==> config.mk <==
export PLATFORM = sky130hd
export DESIGN_NAME = csc_clock_source_control
export DESIGN_NICKNAME = d
export VERILOG_FILES = /design/src/hdl/csc_pkg.sv /design/src/hdl/csc_clock_source_control.sv
export SDC_FILE = /design/constraint.sdc
export NUM_CORES = 1
export LEC_CHECK = 0
export BUFFER_PORTS_ARGS = -buffer_cell sky130_fd_sc_hd__buf_2
export CORE_MARGIN = 5
export CORE_UTILIZATION = 40
export CTS_BUF_LIST = sky130_fd_sc_hd__clkbuf_8
export DETAILED_ROUTE_END_ITERATION = 16
export PLACE_DENSITY = 0.73
export SYNTH_ARGS = -nofsm -noshare
export SYNTH_HDL_FRONTEND = slang
export SYNTH_SLANG_ARGS = --single-unit
==> constraint.sdc <==
create_clock -name CORE_CLK_I -period 1.6 [get_ports CORE_CLK_I]
set_input_delay 0.32 -clock CORE_CLK_I [delete_from_list [all_inputs] [get_ports CORE_CLK_I]]
set_output_delay 0.32 -clock CORE_CLK_I [all_outputs]
set_load 0.03 [all_outputs]
==> src/hdl/csc_pkg.sv <==
`default_nettype none
package csc_pkg;

   // ==========================================================================
   // Register map and bus widths
   // ==========================================================================
   localparam int unsigned ADDR_W = 8;
   localparam int unsigned DATA_W = 8;

   localparam logic [7:0] ADDR_CLOCK_CONTROL_ZERO   = 8'h06;
   localparam logic [7:0] ADDR_CLOCK_CONTROL_ONE    = 8'h07;
   localparam logic [7:0] ADDR_OSC_CONTROL          = 8'h08;
   localparam logic [7:0] ADDR_WRITE_PROTECT        = 8'h0A;

   // ==========================================================================
   // Reset values and writable-bit masks
   // ==========================================================================
   localparam logic [7:0] RST_CLOCK_CONTROL_ZERO    = 8'h58;
   localparam logic [7:0] RST_CLOCK_CONTROL_ONE     = 8'h00;
   localparam logic [7:0] RST_OSC_CONTROL           = 8'hA0;
   localparam logic [7:0] RST_WRITE_PROTECT         = 8'h00;

   localparam logic [7:0] MASK_CLOCK_CONTROL_ZERO   = 8'hDE;
   localparam logic [7:0] MASK_CLOCK_CONTROL_ONE    = 8'hC1;
   localparam logic [7:0] MASK_OSC_CONTROL          = 8'hF7;
   localparam logic [7:0] MASK_WRITE_PROTECT        = 8'h01;

   // ==========================================================================
   // Field positions
   // ==========================================================================
   localparam int unsigned POS_WAIT_PERIPH_CLK_GATE  = 2;
   localparam int unsigned POS_XTAL_DRIVE_STRENGTH   = 3;
   localparam int unsigned POS_XTAL_PIN_FUNCTION_SEL = 4;
   localparam int unsigned POS_SYSCLK_DIV8_SEL       = 6;
   localparam int unsigned POS_ALL_CLOCK_STOP        = 0;
   localparam int unsigned POS_SYSCLK_DIV_FIELD_LO   = 6;
   localparam int unsigned POS_XTAL_STOP             = 0;
   localparam int unsigned POS_FAST_OSC_ON           = 1;
   localparam int unsigned POS_SLOW_OSC_STOP         = 2;
   localparam int unsigned POS_CPU_SRC_LO            = 4;
   localparam int unsigned POS_PERIPH_SRC_LO         = 6;
   localparam int unsigned POS_CLK_REG_WRITE_UNLOCK  = 0;

   // ==========================================================================
   // Clock source codes and divider terminal counts
   // ==========================================================================
   localparam logic [1:0] SRC_XTAL = 2'h0;
   localparam logic [1:0] SRC_FAST = 2'h1;
   localparam logic [1:0] SRC_SLOW = 2'h2;

   localparam logic [3:0] TERM_DIV1  = 4'h0;
   localparam logic [3:0] TERM_DIV2  = 4'h1;
   localparam logic [3:0] TERM_DIV4  = 4'h3;
   localparam logic [3:0] TERM_DIV8  = 4'h7;
   localparam logic [3:0] TERM_DIV16 = 4'hF;

   typedef enum logic {
      CSC_RUN,
      CSC_STOP
   } csc_mode_type;

   typedef struct packed {
      logic [ADDR_W-1:0] addr;
      logic [DATA_W-1:0] wdata;
      logic              wr_stb;
      logic              rd_stb;
   } csc_bus_req_type;

   typedef struct packed {
      logic out;
      logic dir;
   } csc_port_drive_type;

   typedef struct packed {
      logic val;
      logic oe_b;
   } csc_pin_out_type;

endpackage
`default_nettype wire

==> src/hdl/csc_clock_source_control.sv <==
// Overview of operation
// Each of the three oscillators stops, restarts and serves as CPU or peripheral source.
// With the crystal unused, both shared pins act as ordinary port pins.
// Software selects the crystal-pin function before feeding an external clock.
// Wait-gate bit 1 stops the peripheral clock in wait mode; 0 keeps it.
// Drive-strength bit 0 gives low crystal drive, 1 gives high drive.
// Pin-function bit 0 routes pins to port logic, 1 to the crystal.
// Divide-by-8 bit 1 divides by 8; 0 defers to the two-bit divider field.
// Control register zero is written only while the write unlock bit is 1.
// Entering stop mode forces drive strength to high.
// Entering stop mode forces the divide-by-8 bit to 1.
// Stop mode with crystal function: input pin floats, output pin driven high.
// Stop mode with port function: both pins keep their direction and level.
// Bits 0 and 5 read as 0; bits 1 and 7 are written as 0.
// Software changes drive strength only once the crystal has settled.
// For the crystal, software sets pin function 1 and disables the input pull-up.
// Divider field: 00 none, 01 by 2, 10 by 4, 11 by 16.
// All-clock-stop bit 1 halts every clock and enters stop mode.
`timescale 1ns/100ps
`default_nettype none
module csc_clock_source_control (
   input  wire logic                      CORE_CLK_I,
   input  wire logic                      RST_B_I,
   input  wire logic [csc_pkg::ADDR_W-1:0] ADDR_I,
   input  wire logic [csc_pkg::DATA_W-1:0] WR_DATA_I,
   input  wire logic                      WR_STB_I,
   input  wire logic                      RD_STB_I,
   output var  logic [csc_pkg::DATA_W-1:0] RD_DATA_O,
   input  wire logic                      WAIT_MODE_I,
   input  wire logic                      WAKE_I,
   input  wire logic                      PORT_A_OUT_I,
   input  wire logic                      PORT_A_DIR_I,
   input  wire logic                      PORT_B_OUT_I,
   input  wire logic                      PORT_B_DIR_I,
   output var  logic                      PORT_A_IN_O,
   output var  logic                      PORT_B_IN_O,
   input  wire logic                      SHARED_PIN_A_I,
   input  wire logic                      SHARED_PIN_B_I,
   output var  logic                      SHARED_PIN_A_O,
   output var  logic                      SHARED_PIN_A_OE_B_O,
   output var  logic                      SHARED_PIN_B_O,
   output var  logic                      SHARED_PIN_B_OE_B_O,
   output var  logic                      XTAL_OSC_EN_O,
   output var  logic                      XTAL_DRIVE_HIGH_O,
   output var  logic                      FAST_OSC_EN_O,
   output var  logic                      SLOW_OSC_EN_O,
   output var  logic [1:0]                CPU_SRC_SEL_O,
   output var  logic [1:0]                PERIPH_SRC_SEL_O,
   output var  logic                      SYS_CLK_EN_O,
   output var  logic                      PERIPH_CLK_EN_O,
   output var  logic                      STOP_MODE_O
);
   import csc_pkg::*;

   // ==========================================================================
   // State
   // ==========================================================================
   typedef struct packed {
      csc_mode_type       mode;
      logic [7:0]         ctl0;
      logic [7:0]         ctl1;
      logic [7:0]         osc;
      logic [7:0]         prot;
      logic [7:0]         rd_data;
      logic [3:0]         div_cnt;
      logic               sys_en;
      logic               periph_en;
      logic [2:0]         sync_a;
      logic [2:0]         sync_b;
      logic [2:0]         sync_wake;
      logic               flt_a;
      logic               flt_b;
      logic               flt_wake;
      csc_port_drive_type hold_a;
      csc_port_drive_type hold_b;
      csc_pin_out_type    pin_a;
      csc_pin_out_type    pin_b;
      logic               xtal_en;
      logic               fast_en;
      logic               slow_en;
   } csc_state_type;

   localparam csc_state_type STATE_RST = '{
      mode:      CSC_RUN,
      ctl0:      RST_CLOCK_CONTROL_ZERO,
      ctl1:      RST_CLOCK_CONTROL_ONE,
      osc:       RST_OSC_CONTROL,
      prot:      RST_WRITE_PROTECT,
      pin_a:     '{val: 1'b0, oe_b: 1'b1},
      pin_b:     '{val: 1'b0, oe_b: 1'b1},
      xtal_en:   1'b1,
      slow_en:   1'b1,
      default:   '0
   };

   // Divide-by-8 overrides the two-bit field, which itself skips divide-by-8.
   function automatic logic [3:0] div_term(input logic div8, input logic [1:0] field);
      logic [3:0] t;
      t = TERM_DIV1;
      if (div8) begin
         t = TERM_DIV8;
      end else begin
         case (field)
            2'h0:    t = TERM_DIV1;
            2'h1:    t = TERM_DIV2;
            2'h2:    t = TERM_DIV4;
            2'h3:    t = TERM_DIV16;
            default: t = TERM_DIV1;
         endcase
      end
      return t;
   endfunction

   logic          rst_s1_q;
   logic          rst_b;
   csc_state_type s_q;
   csc_state_type s_d;
   csc_bus_req_type bus;
   logic          stop_now;
   logic          enter_stop;

   // ==========================================================================
   // Reset release
   // ==========================================================================
   always_ff @(posedge CORE_CLK_I or negedge RST_B_I) begin
      if (!RST_B_I) begin
         rst_s1_q <= 1'b0;
         rst_b    <= 1'b0;
      end else begin
         rst_s1_q <= 1'b1;
         rst_b    <= rst_s1_q;
      end
   end

   // ==========================================================================
   // Next-state logic
   // ==========================================================================
   assign bus = '{addr: ADDR_I, wdata: WR_DATA_I, wr_stb: WR_STB_I, rd_stb: RD_STB_I};
   assign enter_stop = (s_q.mode == CSC_RUN) && bus.wr_stb && (bus.addr == ADDR_CLOCK_CONTROL_ONE)
                       && bus.wdata[POS_ALL_CLOCK_STOP];

   always_comb begin
      s_d      = s_q;
      stop_now = 1'b0;

      // Pins from outside pass three flops; a change counts once stages two and three agree.
      s_d.sync_a    = {s_q.sync_a[1:0], SHARED_PIN_A_I};
      s_d.sync_b    = {s_q.sync_b[1:0], SHARED_PIN_B_I};
      s_d.sync_wake = {s_q.sync_wake[1:0], WAKE_I};
      if (s_q.sync_a[1] == s_q.sync_a[2]) begin
         s_d.flt_a = s_q.sync_a[2];
      end
      if (s_q.sync_b[1] == s_q.sync_b[2]) begin
         s_d.flt_b = s_q.sync_b[2];
      end
      if (s_q.sync_wake[1] == s_q.sync_wake[2]) begin
         s_d.flt_wake = s_q.sync_wake[2];
      end

      // Register writes.
      if (bus.wr_stb) begin
         case (bus.addr)
            ADDR_CLOCK_CONTROL_ZERO: begin
               if (s_q.prot[POS_CLK_REG_WRITE_UNLOCK]) begin
                  s_d.ctl0 = bus.wdata & MASK_CLOCK_CONTROL_ZERO;
               end
            end
            ADDR_CLOCK_CONTROL_ONE: s_d.ctl1 = bus.wdata & MASK_CLOCK_CONTROL_ONE;
            ADDR_OSC_CONTROL:       s_d.osc  = bus.wdata & MASK_OSC_CONTROL;
            ADDR_WRITE_PROTECT:     s_d.prot = bus.wdata & MASK_WRITE_PROTECT;
            default:                s_d.ctl1 = s_d.ctl1;
         endcase
      end

      // Stop-mode sequencing.
      case (s_q.mode)
         CSC_RUN: begin
            if (enter_stop) begin
               s_d.mode = CSC_STOP;
               s_d.ctl0[POS_XTAL_DRIVE_STRENGTH] = 1'b1;
               s_d.ctl0[POS_SYSCLK_DIV8_SEL]     = 1'b1;
               s_d.hold_a = '{out: PORT_A_OUT_I, dir: PORT_A_DIR_I};
               s_d.hold_b = '{out: PORT_B_OUT_I, dir: PORT_B_DIR_I};
            end
         end
         CSC_STOP: begin
            stop_now = 1'b1;
            // Wake wins over a stop write in the same cycle; the wake pin is a level.
            if (s_q.flt_wake) begin
               s_d.mode = CSC_RUN;
               s_d.ctl1[POS_ALL_CLOCK_STOP] = 1'b0;
            end
         end
         default: s_d.mode = CSC_RUN;
      endcase

      // Oscillator enables: all halt in stop mode.
      s_d.xtal_en = !stop_now && !enter_stop && s_q.ctl0[POS_XTAL_PIN_FUNCTION_SEL]
                    && !s_q.osc[POS_XTAL_STOP];
      s_d.fast_en = !stop_now && !enter_stop && s_q.osc[POS_FAST_OSC_ON];
      s_d.slow_en = !stop_now && !enter_stop && !s_q.osc[POS_SLOW_OSC_STOP];

      // System clock divider; restarts from zero on every stop.
      if (stop_now || enter_stop) begin
         s_d.div_cnt = 4'h0;
         s_d.sys_en  = 1'b0;
      end else if (s_q.div_cnt >= div_term(s_q.ctl0[POS_SYSCLK_DIV8_SEL],
                                           s_q.ctl1[POS_SYSCLK_DIV_FIELD_LO +: 2])) begin
         s_d.div_cnt = 4'h0;
         s_d.sys_en  = 1'b1;
      end else begin
         s_d.div_cnt = s_q.div_cnt + 4'h1;
         s_d.sys_en  = 1'b0;
      end

      s_d.periph_en = !stop_now && !enter_stop
                      && !(WAIT_MODE_I && s_q.ctl0[POS_WAIT_PERIPH_CLK_GATE]);

      // Shared pins.
      if (s_q.ctl0[POS_XTAL_PIN_FUNCTION_SEL]) begin
         // The crystal amplifier owns the pins; its analog drive is outside this logic.
         s_d.pin_a = '{val: 1'b0, oe_b: 1'b1};
         s_d.pin_b = '{val: 1'b0, oe_b: 1'b1};
         if (stop_now) begin
            s_d.pin_a = '{val: 1'b0, oe_b: 1'b1};
            s_d.pin_b = '{val: 1'b1, oe_b: 1'b0};
         end
      end else if (stop_now) begin
         s_d.pin_a = '{val: s_q.hold_a.out, oe_b: !s_q.hold_a.dir};
         s_d.pin_b = '{val: s_q.hold_b.out, oe_b: !s_q.hold_b.dir};
      end else begin
         s_d.pin_a = '{val: PORT_A_OUT_I, oe_b: !PORT_A_DIR_I};
         s_d.pin_b = '{val: PORT_B_OUT_I, oe_b: !PORT_B_DIR_I};
      end

      // Read data stand in the cycle after the read strobe only.
      s_d.rd_data = 8'h00;
      if (bus.rd_stb) begin
         case (bus.addr)
            ADDR_CLOCK_CONTROL_ZERO: s_d.rd_data = s_q.ctl0 & MASK_CLOCK_CONTROL_ZERO;
            ADDR_CLOCK_CONTROL_ONE:  s_d.rd_data = s_q.ctl1;
            ADDR_OSC_CONTROL:        s_d.rd_data = s_q.osc;
            ADDR_WRITE_PROTECT:      s_d.rd_data = s_q.prot;
            default:                 s_d.rd_data = 8'h00;
         endcase
      end
   end

   always_ff @(posedge CORE_CLK_I or negedge rst_b) begin
      if (!rst_b) begin
         s_q <= STATE_RST;
      end else begin
         s_q <= s_d;
      end
   end

   // ==========================================================================
   // Outputs
   // ==========================================================================
   assign RD_DATA_O           = s_q.rd_data;
   assign PORT_A_IN_O         = s_q.flt_a;
   assign PORT_B_IN_O         = s_q.flt_b;
   assign SHARED_PIN_A_O      = s_q.pin_a.val;
   assign SHARED_PIN_A_OE_B_O = s_q.pin_a.oe_b;
   assign SHARED_PIN_B_O      = s_q.pin_b.val;
   assign SHARED_PIN_B_OE_B_O = s_q.pin_b.oe_b;
   assign XTAL_OSC_EN_O       = s_q.xtal_en;
   assign XTAL_DRIVE_HIGH_O   = s_q.ctl0[POS_XTAL_DRIVE_STRENGTH];
   assign FAST_OSC_EN_O       = s_q.fast_en;
   assign SLOW_OSC_EN_O       = s_q.slow_en;
   assign CPU_SRC_SEL_O       = s_q.osc[POS_CPU_SRC_LO +: 2];
   assign PERIPH_SRC_SEL_O    = s_q.osc[POS_PERIPH_SRC_LO +: 2];
   assign SYS_CLK_EN_O        = s_q.sys_en;
   assign PERIPH_CLK_EN_O     = s_q.periph_en;
   assign STOP_MODE_O         = (s_q.mode == CSC_STOP);
endmodule
`default_nettype wire

* Yosys cells after proc, flatten, opt, wreduce, memory -nomap -nowiden *
Cells that the tools add are included.

cells by class
  add/sub/neg operators = 1
  $lt $le $gt $ge = 1
  eq/ne operators = 10
  mux-type cells = 26
  bitwise gates (word level) = 1
  reduce and logical (&&, ||, !) cells = 26

operators by type and width
  operator             number
  $pmux 8 s4           1
  $mux 31              1
  $mux 8               3
  $eq 8x3->1 const B   2
  $eq 8x4->1 const B   2
  $mux 4               4
  $pmux 4 s4           1
  $mux 7               2
  $logic_and 1x1->1    10
  $mux 1               10
  $mux 5               2
  $logic_not 1->1      9
  $reduce_and 2->1     4
  $add 4x1->4 const B  1
  $eq 2x2->1 const B   2
  $ge 4x4->1           1
  $eq 1x1->1           3
  $reduce_and 3->1     1
  $eq 2x1->1 const B   1
  $logic_not 2->1      1
  $mux 2               1
  $pmux 1 s2           1
  $logic_or 1x1->1     1
  $not 1->1            1

storage, ports and cells
  bits in registers = 57
  input port bits = 28
  output and inout port bits = 25

* Depth between registers and ports, before layout *
Gate-level depths: netlist of the first run.

  depth after elaboration = 9
  gate-level depth with buffers = 6
  depth with buffers taken out = 6

* Worst setup path after synthesis of the first run *
No wires, ideal clock.

  path type = input port to flip-flop
  from = input ADDR_I[5] in the netlist's numbering
  to = register s_q, in the netlist CPU_SRC_SEL_O[0]
  setup time = 0.125 ns
  arrival time = 1.881 ns
  setup slack = -0.406 ns
  stages on the path = 5
  cells stage by stage = or4_4 -> buf_6 -> or4_4 -> buf_6 -> mux2_4

between the ends
  cells in the longest elaborated chain, start to end = 2

RTL lines
  item                               line                             source
  from (decl)                        csc_clock_source_control.sv:24   input wire logic [csc_pkg::ADDR_W-1:0] ADDR_I,
  $eq 8x4->1                         csc_clock_source_control.sv:162  case (bus.addr)
  $reduce_and 2->1 (no source line)  --
  to (signal assigned)               csc_clock_source_control.sv:251  s_q <= STATE_RST;
  to (signal assigned)               csc_clock_source_control.sv:253  s_q <= s_d;
  to (decl)                          csc_clock_source_control.sv:116  csc_state_type s_q;

No other way between the ends.
A chain may end at the register's enable or synchronous reset.

==> flow_summary.json, run 1 <==
{
  "outcome": "finished with violations",
  "violations": "negative setup slack",
  "ys_types": 37,
  "cts_tree": "built",
  "slowest_stage": "sky130_fd_sc_hd__dfrtp_1",
  "synthesis.instances": 180,
  "drt-initial-drc-count": 63,
  "fmax_mhz": 536,
  "kind_of_start_point_of_the_critical_path": "flop",
  "pin_count_of_the_biggest_net_entering_global_routing": 40,
  "p_clk_frac": 0.398,
  "skew_ps": 7.87,
  "clock_pin_slew_on_the_worst_setup_and_hold_paths_ps": 60,
  "seqPwrFrac": 0.474,
  "boundaryPins": 53,
  "routed-via-count": 1540,
  "min_path_cells": 1,
  "critPathKind": "reg2reg",
  "leak_nw": 1.57,
  "path_buf_inv": 0,
  "grtUsageTotal": 0.132,
  "clkSinkCount": 57,
  "syn_avg_cell_area_um2": 13.4,
  "syn_to_final_growth_pct": 27.3,
  "power_density_nw_per_um2": 1080,
  "start_util": 0.409,
  "post-route-worst-setup-slack_ps": -265,
  "place_worst_setup_slack_ps": -455,
  "crit_path_end_kind": "flop",
  "crit_required_ps": 1860,
  "grt_pass1_vias": 1576,
  "whs_ps": 95.8,
  "timing.critical_path.arrival_ps": 2130,
  "synth_seq_cells": 57,
  "post_drt_wl_per_cell_um": 13.8,
  "gr-total-overflow": 0,
  "antenna_cells_inserted": 0,
  "post_drt_via_cell_ratio": 4.72,
  "critical_path_peak_fanout": 5,
  "report.final.setup_viol": 13,
  "totalPowerFinal_mw": 3.30,
  "power.combinational.fraction": 0.127,
  "die_footprint_um2": 7670,
  "power.internal_mw": 2.51,
  "yosysTopAreaCellShare": 0.499,
  "synth_area_leaders": "sky130_fd_sc_hd__dfrtp_1 50%, sky130_fd_sc_hd__dfstp_2 9.8%, sky130_fd_sc_hd__mux2_4 6.9%",
  "grt_first_pass_wirelength_um": 7610,
  "vdd.ir_drop.worst_mv": 0.583,
  "nNetsFinal": 279,
  "netlist_area_um2": 2410,
  "synth-async-reset-ratio": 1.00,
  "period_minus_slack_ps": 1870,
  "wl_um": 4490,
  "r2r_end": "s_q[28]$_DFF_PN0_",
  "hold_viol_final": 0,
  "route.detailed.drc": 0,
  "max_stage_delay_ps": 390,
  "crit-reg2reg-launch": "s_q[60]$_DFFE_PN0P_",
  "sw_frac_of_total": 0.239,
  "grt_setup_unrepaired": "true",
  "layout-drive-gt1-share": 0.506,
  "layout.cells.non_filler": 326,
  "p_sw_mw": 0.791,
  "synth_enable_flop_cells": 0,
  "placeableCoreArea_um2": 5890,
  "holdPathEnd": "s_d[15]$_DFF_PN0_",
  "clk_root_buffer_cell": "sky130_fd_sc_hd__clkbuf_8",
  "commonest_cells_after_routing_fill_and_taps_aside": "50 x sky130_fd_sc_hd__buf_2, 47 x sky130_fd_sc_hd__dfrtp_1, 18 x sky130_fd_sc_hd__buf_4",
  "final_util": 0.521,
  "reg2reg_depth": 6,
  "postSynthNetCount": 213,
  "most_frequent_cell_on_critical_path": "sky130_fd_sc_hd__or3_4",
  "cts_buffer_count": 9,
  "insertion_delay_ps": 330,
  "final_antenna_net_count": 0,
  "holdCritStartpoint": "WAKE_I",
  "clockBufferDepth": 2,
  "num_rows": 28,
  "crit_path_cells": "or3_4 -> ha_4 -> nand2b_4 -> a2111oi_4 -> or3_4 -> and3_1",
  "post-synth-top-area-cell": "sky130_fd_sc_hd__dfrtp_1",
  "firstDrtPassIters": 4,
  "die_width_um": 87.6,
  "die_ht_um": 87.6,
  "ctsHtreeMaxLevel": 3,
  "placed_cells_incl_taps": 307,
  "most_common_cell_after_layout_fill_and_taps_aside": "sky130_fd_sc_hd__buf_2",
  "r2r_slack_ps": -270,
  "finalCritPeriodShare": 1.17,
  "dp.final_hpwl_um": 3280,
  "timing.hold.worst.class": "in2reg",
  "antenna_violations_before_repair": 0,
  "ys_seq_area_frac": 0.597,
  "final-max-slew-violation-count": 0,
  "timing.max_cap.violations": 0,
  "path_delay_family": "simple AND/OR/NAND/NOR gates",
  "numPortBuffers": 52,
  "yosysWarnings": 0,
  "routabilityCongestion": 0.873,
  "dominantRegCellSynth": "sky130_fd_sc_hd__dfrtp_1"
}
==> state kept, by name, summed over array words and instances, names as in the netlist <==
signal	cells
s_q	24
RD_DATA_O	8
s_d	6
CPU_SRC_SEL_O	2
PERIPH_SRC_SEL_O	2
FAST_OSC_EN_O	1
PERIPH_CLK_EN_O	1
PORT_A_IN_O	1
PORT_B_IN_O	1
SHARED_PIN_A_O	1
SHARED_PIN_A_OE_B_O	1
SHARED_PIN_B_O	1
SHARED_PIN_B_OE_B_O	1
SLOW_OSC_EN_O	1
STOP_MODE_O	1
SYS_CLK_EN_O	1
XTAL_DRIVE_HIGH_O	1
XTAL_OSC_EN_O	1
rst_b	1
rst_s1_q	1
==> cells by family after synthesis <==
group | count (synthesis) | share of synthesized area
xor+xnor | 2 | 0.00727
buf+inv | 19 | 0.0577
fa+ha+maj | 8 | 0.0384
other cells | 1 | 0.00156
simple gates | 51 | 0.120
mux | 26 | 0.136
compound gates | 16 | 0.0426
flops | 57 | 0.597
==> metrics by stage <==
step | setup TNS (ps) | cell area [um2]
global placement | -9640 | 2780
detailed placement | -10400 | 2780
global route | -1670 | 3070
floorplan | -7600 | 2410
finish | -1380 | 3070
CTS | -1410 | 3020
==> worst max-delay path by stage <==
stage	startpoint	slack, ps	cells after the start	to
4_1_cts	s_q[60]$_DFFE_PN0P_	-290	6	s_q[25]$_DFF_PN0_
2_1_floorplan	ADDR_I[5]	-410	5	CPU_SRC_SEL_O[0]$_DFFE_PN0P_
3_3_place_gp	ADDR_I[5]	-430	4	s_q[46]$_DFFE_PN0P_
6_report	s_q[60]$_DFFE_PN0P_	-270	6	s_q[28]$_DFF_PN0_
5_1_grt	s_q[60]$_DFFE_PN0P_	-330	6	s_q[28]$_DFF_PN0_
3_5_place_dp	ADDR_I[5]	-450	4	PERIPH_SRC_SEL_O[0]$_DFFE_PN0P_
==> layout make-up <==
class                           instances  area (um2)
Clock buffer                           11         151
Clock inverter                          5        47.5
Fill cell                             505        2820
Inverter                                2        7.51
Multi-Input combinational cell        104         888
Sequential cell                        57        1440
Tap cell                               75        93.8
Timing Repair Buffer                   72         438
==> cells in the mapped netlist (2+ instances only) <==
master                     instances
sky130_fd_sc_hd__a21oi_1           6
sky130_fd_sc_hd__a22oi_1           5
sky130_fd_sc_hd__and3_1            7
sky130_fd_sc_hd__buf_4            12
sky130_fd_sc_hd__buf_6             3
sky130_fd_sc_hd__clkbuf_1          2
sky130_fd_sc_hd__dfrtp_1          48
sky130_fd_sc_hd__dfstp_2           9
sky130_fd_sc_hd__ha_1              5
sky130_fd_sc_hd__inv_1             2
sky130_fd_sc_hd__maj3_1            3
sky130_fd_sc_hd__mux2_2            9
sky130_fd_sc_hd__mux2_4           11
sky130_fd_sc_hd__mux2i_1           6
sky130_fd_sc_hd__nand2_1           8
sky130_fd_sc_hd__nand2b_1          2
sky130_fd_sc_hd__nand3_1           2
sky130_fd_sc_hd__nand3b_1          3
sky130_fd_sc_hd__nor2_1           12
sky130_fd_sc_hd__nor3_1            5
sky130_fd_sc_hd__or3_1             2
sky130_fd_sc_hd__or4_4             3
==> power groups by stage <==
stage / logic (mW) / registers [mW] / clock network (mW)
after global routing: 0.462 / 1.58 / 1.45
final: 0.421 / 1.57 / 1.32
after detailed placement: 0.348 / 1.59 / 0
after floorplan: 0.136 / 1.66 / 0
after CTS: 0.389 / 1.57 / 1.36
after global placement: 0.341 / 1.59 / 0
==> layer usage <==
| layer | GRT usage | vias up | part of all wire |
|---|---|---|---|
| met3 | 0.0470 | 7 | 0.064 |
| met4 | 0.0711 | 0 | 0.015 |
| met5 | 0 | - | 0 |
| met2 | 0.197 | 39 | 0.47 |
| li1 | - | 750 | - |
| met1 | 0.167 | 744 | 0.45 |
==> what timing repair did <==
| action | CTS | global route |
|---|---|---|
| resized for setup | 6 | 4 |
| buffers inserted | 1 | 1 |
| pin swaps | 3 | 2 |
| endpoints found under the hold margin | 2 | 0 |
| cloned | 0 | 0 |
| endpoints found under the setup margin | 19 | 13 |
| hold buffers | 1 | 0 |
(Power assumes the default switching activity.)
==> run 2, diff against run 1 <==
--- a/config.mk
+++ b/config.mk
@@ -11,6 +11,7 @@
 export CTS_BUF_LIST = sky130_fd_sc_hd__clkbuf_8
 export DETAILED_ROUTE_END_ITERATION = 16
 export PLACE_DENSITY = 0.73
+export SKIP_CTS_REPAIR_TIMING = 1
 export SYNTH_ARGS = -nofsm -noshare
 export SYNTH_HDL_FRONTEND = slang
 export SYNTH_SLANG_ARGS = --single-unit
==> run 2 against run 1 <==
The flow still finishes with violations (negative setup slack). Cell area fell by 1.1%. Flip-flop and latch count did not move. First-iteration DRC count grew 24%. Via count down 0.58%. Critical path depth is the same. Global-route usage shrank 0.16 points. Worst hold slack got worse by 0.93 ps. Routed wire length shrank 0.16%. Die area unchanged.
==> flow_summary.json, run 2 (same netlist as run 1, synthesis figures left out) <==
{
  "num_rows": 28,
  "start_util": 0.409,
  "crit_path_end_kind": "flop",
  "cts_tree": "built",
  "num-fill-cells": 508,
  "postPlaceCellArea_um2": 2780,
  "wl_um": 4480,
  "placed_cells_incl_taps": 307,
  "multi_input_comb_area_um2": 863,
  "globalRouteMet2Util": 0.192,
  "max_stage_delay_ps": 380,
  "report.final.setup_viol": 13,
  "most_common_cell_after_layout_fill_and_taps_aside": "sky130_fd_sc_hd__buf_2",
  "dp.final_hpwl_um": 3280,
  "fmax_mhz": 519,
  "reg2reg_depth": 6,
  "grt_setup_unrepaired": "true",
  "global_route.usage.met1": 0.166,
  "grt_first_pass_wirelength_um": 7520,
  "global_route_met3_usage": 0.0480,
  "vdd.ir_drop.worst_mv": 0.583,
  "post_drt_wl_per_cell_um": 13.8,
  "timing.hold.worst.class": "in2reg",
  "leak_nw": 1.56,
  "grt_pass1_vias": 1554,
  "antenna_violations_before_repair": 0,
  "critical_path_peak_fanout": 5,
  "timing.critical_path.arrival_ps": 2190,
  "critPathKind": "reg2reg",
  "slowest_stage": "sky130_fd_sc_hd__dfrtp_1",
  "boundaryPins": 53,
  "antenna_cells_inserted": 0,
  "routed-via-count": 1531,
  "gr-total-overflow": 0,
  "post_drt_via_cell_ratio": 4.71,
  "route.detailed.drc": 0,
  "nNetsFinal": 278,
  "clockBufferDepth": 2,
  "top_register": "s_q",
  "timing.critical_path.depth": 6,
  "syn_to_final_growth_pct": 25.9,
  "cts_buffer_count": 9,
  "max_ffs_per_register": 24,
  "finalSetupTns_ps": -1680,
  "period_minus_slack_ps": 1930,
  "hold_viol_final": 0,
  "die_ht_um": 87.6,
  "top_usage_layer": "met2",
  "numPortBuffers": 52,
  "final-max-slew-violation-count": 0,
  "firstDrtPassIters": 4,
  "crit_path_cells": "or3_1 -> ha_1 -> nand2b_4 -> a2111oi_2 -> or3_4 -> and3_4",
  "power_density_nw_per_um2": 1080,
  "placeableCoreArea_um2": 5890,
  "sequential_cell_area_um2": 1440,
  "insertion_delay_ps": 330,
  "clk_root_buffer_cell": "sky130_fd_sc_hd__clkbuf_8",
  "skew_ps": 8.23,
  "layout.cell_area.non_filler_um2": 3030,
  "clkSinkCount": 57,
  "kind_of_start_point_of_the_critical_path": "flop",
  "grtUsageTotal": 0.130,
  "finalCritPeriodShare": 1.20,
  "post-route-worst-setup-slack_ps": -326,
  "crit_required_ps": 1860,
  "die_footprint_um2": 7670,
  "routabilityCongestion": 0.873,
  "path_delay_family": "simple AND/OR/NAND/NOR gates",
  "pin_count_of_the_biggest_net_entering_global_routing": 40,
  "final_antenna_net_count": 0,
  "commonest_cells_after_routing_fill_and_taps_aside": "50 x sky130_fd_sc_hd__buf_2, 47 x sky130_fd_sc_hd__dfrtp_1, 17 x sky130_fd_sc_hd__buf_4",
  "clock_pin_slew_on_the_worst_setup_and_hold_paths_ps": 60,
  "drt-initial-drc-count": 78,
  "outcome": "finished with violations",
  "min_path_cells": 1,
  "layout.cells.non_filler": 325,
  "layout-drive-gt1-share": 0.500,
  "die_width_um": 87.6,
  "ctsHtreeMaxLevel": 3,
  "path_buf_inv": 0,
  "violations": "negative setup slack",
  "timing.max_cap.violations": 0
}
-- run 2: stage by stage --
step / setup slack, ps / utilization / hold slack (ps) / power (mW)
finish: -326 / 0.515 / 94.9 / 3.28
global route: -390 / 0.515 / 67.1 / 3.46
CTS: -371 / 0.505 / -258 / 3.28
detailed placement: -455 / 0.472 / 108 / 1.94
global placement: -428 / 0.472 / 107 / 1.93
floorplan: -406 / - / 24.4 / 1.79
-- run 2: power by group --
group / switching [mW] / total, mW / leakage [nW] / internal (mW)
clock network: 0.530 / 1.32 / 0.112 / 0.787
registers: 0.0437 / 1.57 / 0.714 / 1.52
logic: 0.209 / 0.396 / 0.738 / 0.186
-- run 2: layout make-up --
| type | count | share of cell area |
|---|---|---|
| flip-flops and latches | 57 | 0.474 |
| inverters | 2 | 0.00248 |
| repair buffers | 71 | 0.142 |
| multi-input cells | 104 | 0.285 |
| well taps | 75 | 0.0309 |
| clock inverters | 5 | 0.0157 |
| clock buffers | 11 | 0.0499 |
-- run 2: final timing paths --
path | from | to | slack, ps
setup / recovery | s_q[60]$_DFFE_PN0P_ | s_q[26]$_DFF_PN0_ | -330
hold / removal | SHARED_PIN_B_I | s_d[18]$_DFF_PN0_ | 90
setup reg to reg | s_q[60]$_DFFE_PN0P_ | s_q[26]$_DFF_PN0_ | -330
hold reg to reg | rst_b$_DFF_PN0_ | s_d[16]$_DFF_PN0_ | 190
max in group asynchronous | rst_b$_DFF_PN0_ | PERIPH_SRC_SEL_O[1]$_DFFE_PN1P_ | 820
min in group asynchronous | rst_b$_DFF_PN0_ | s_d[16]$_DFF_PN0_ | 190
-- run 2: metal layers --
metal | share of wire | vias to the layer above
met2 | 0.48 | 40
met5 | 0 | -
met3 | 0.065 | 7
met1 | 0.44 | 736
met4 | 0.014 | 0
li1 | - | 748
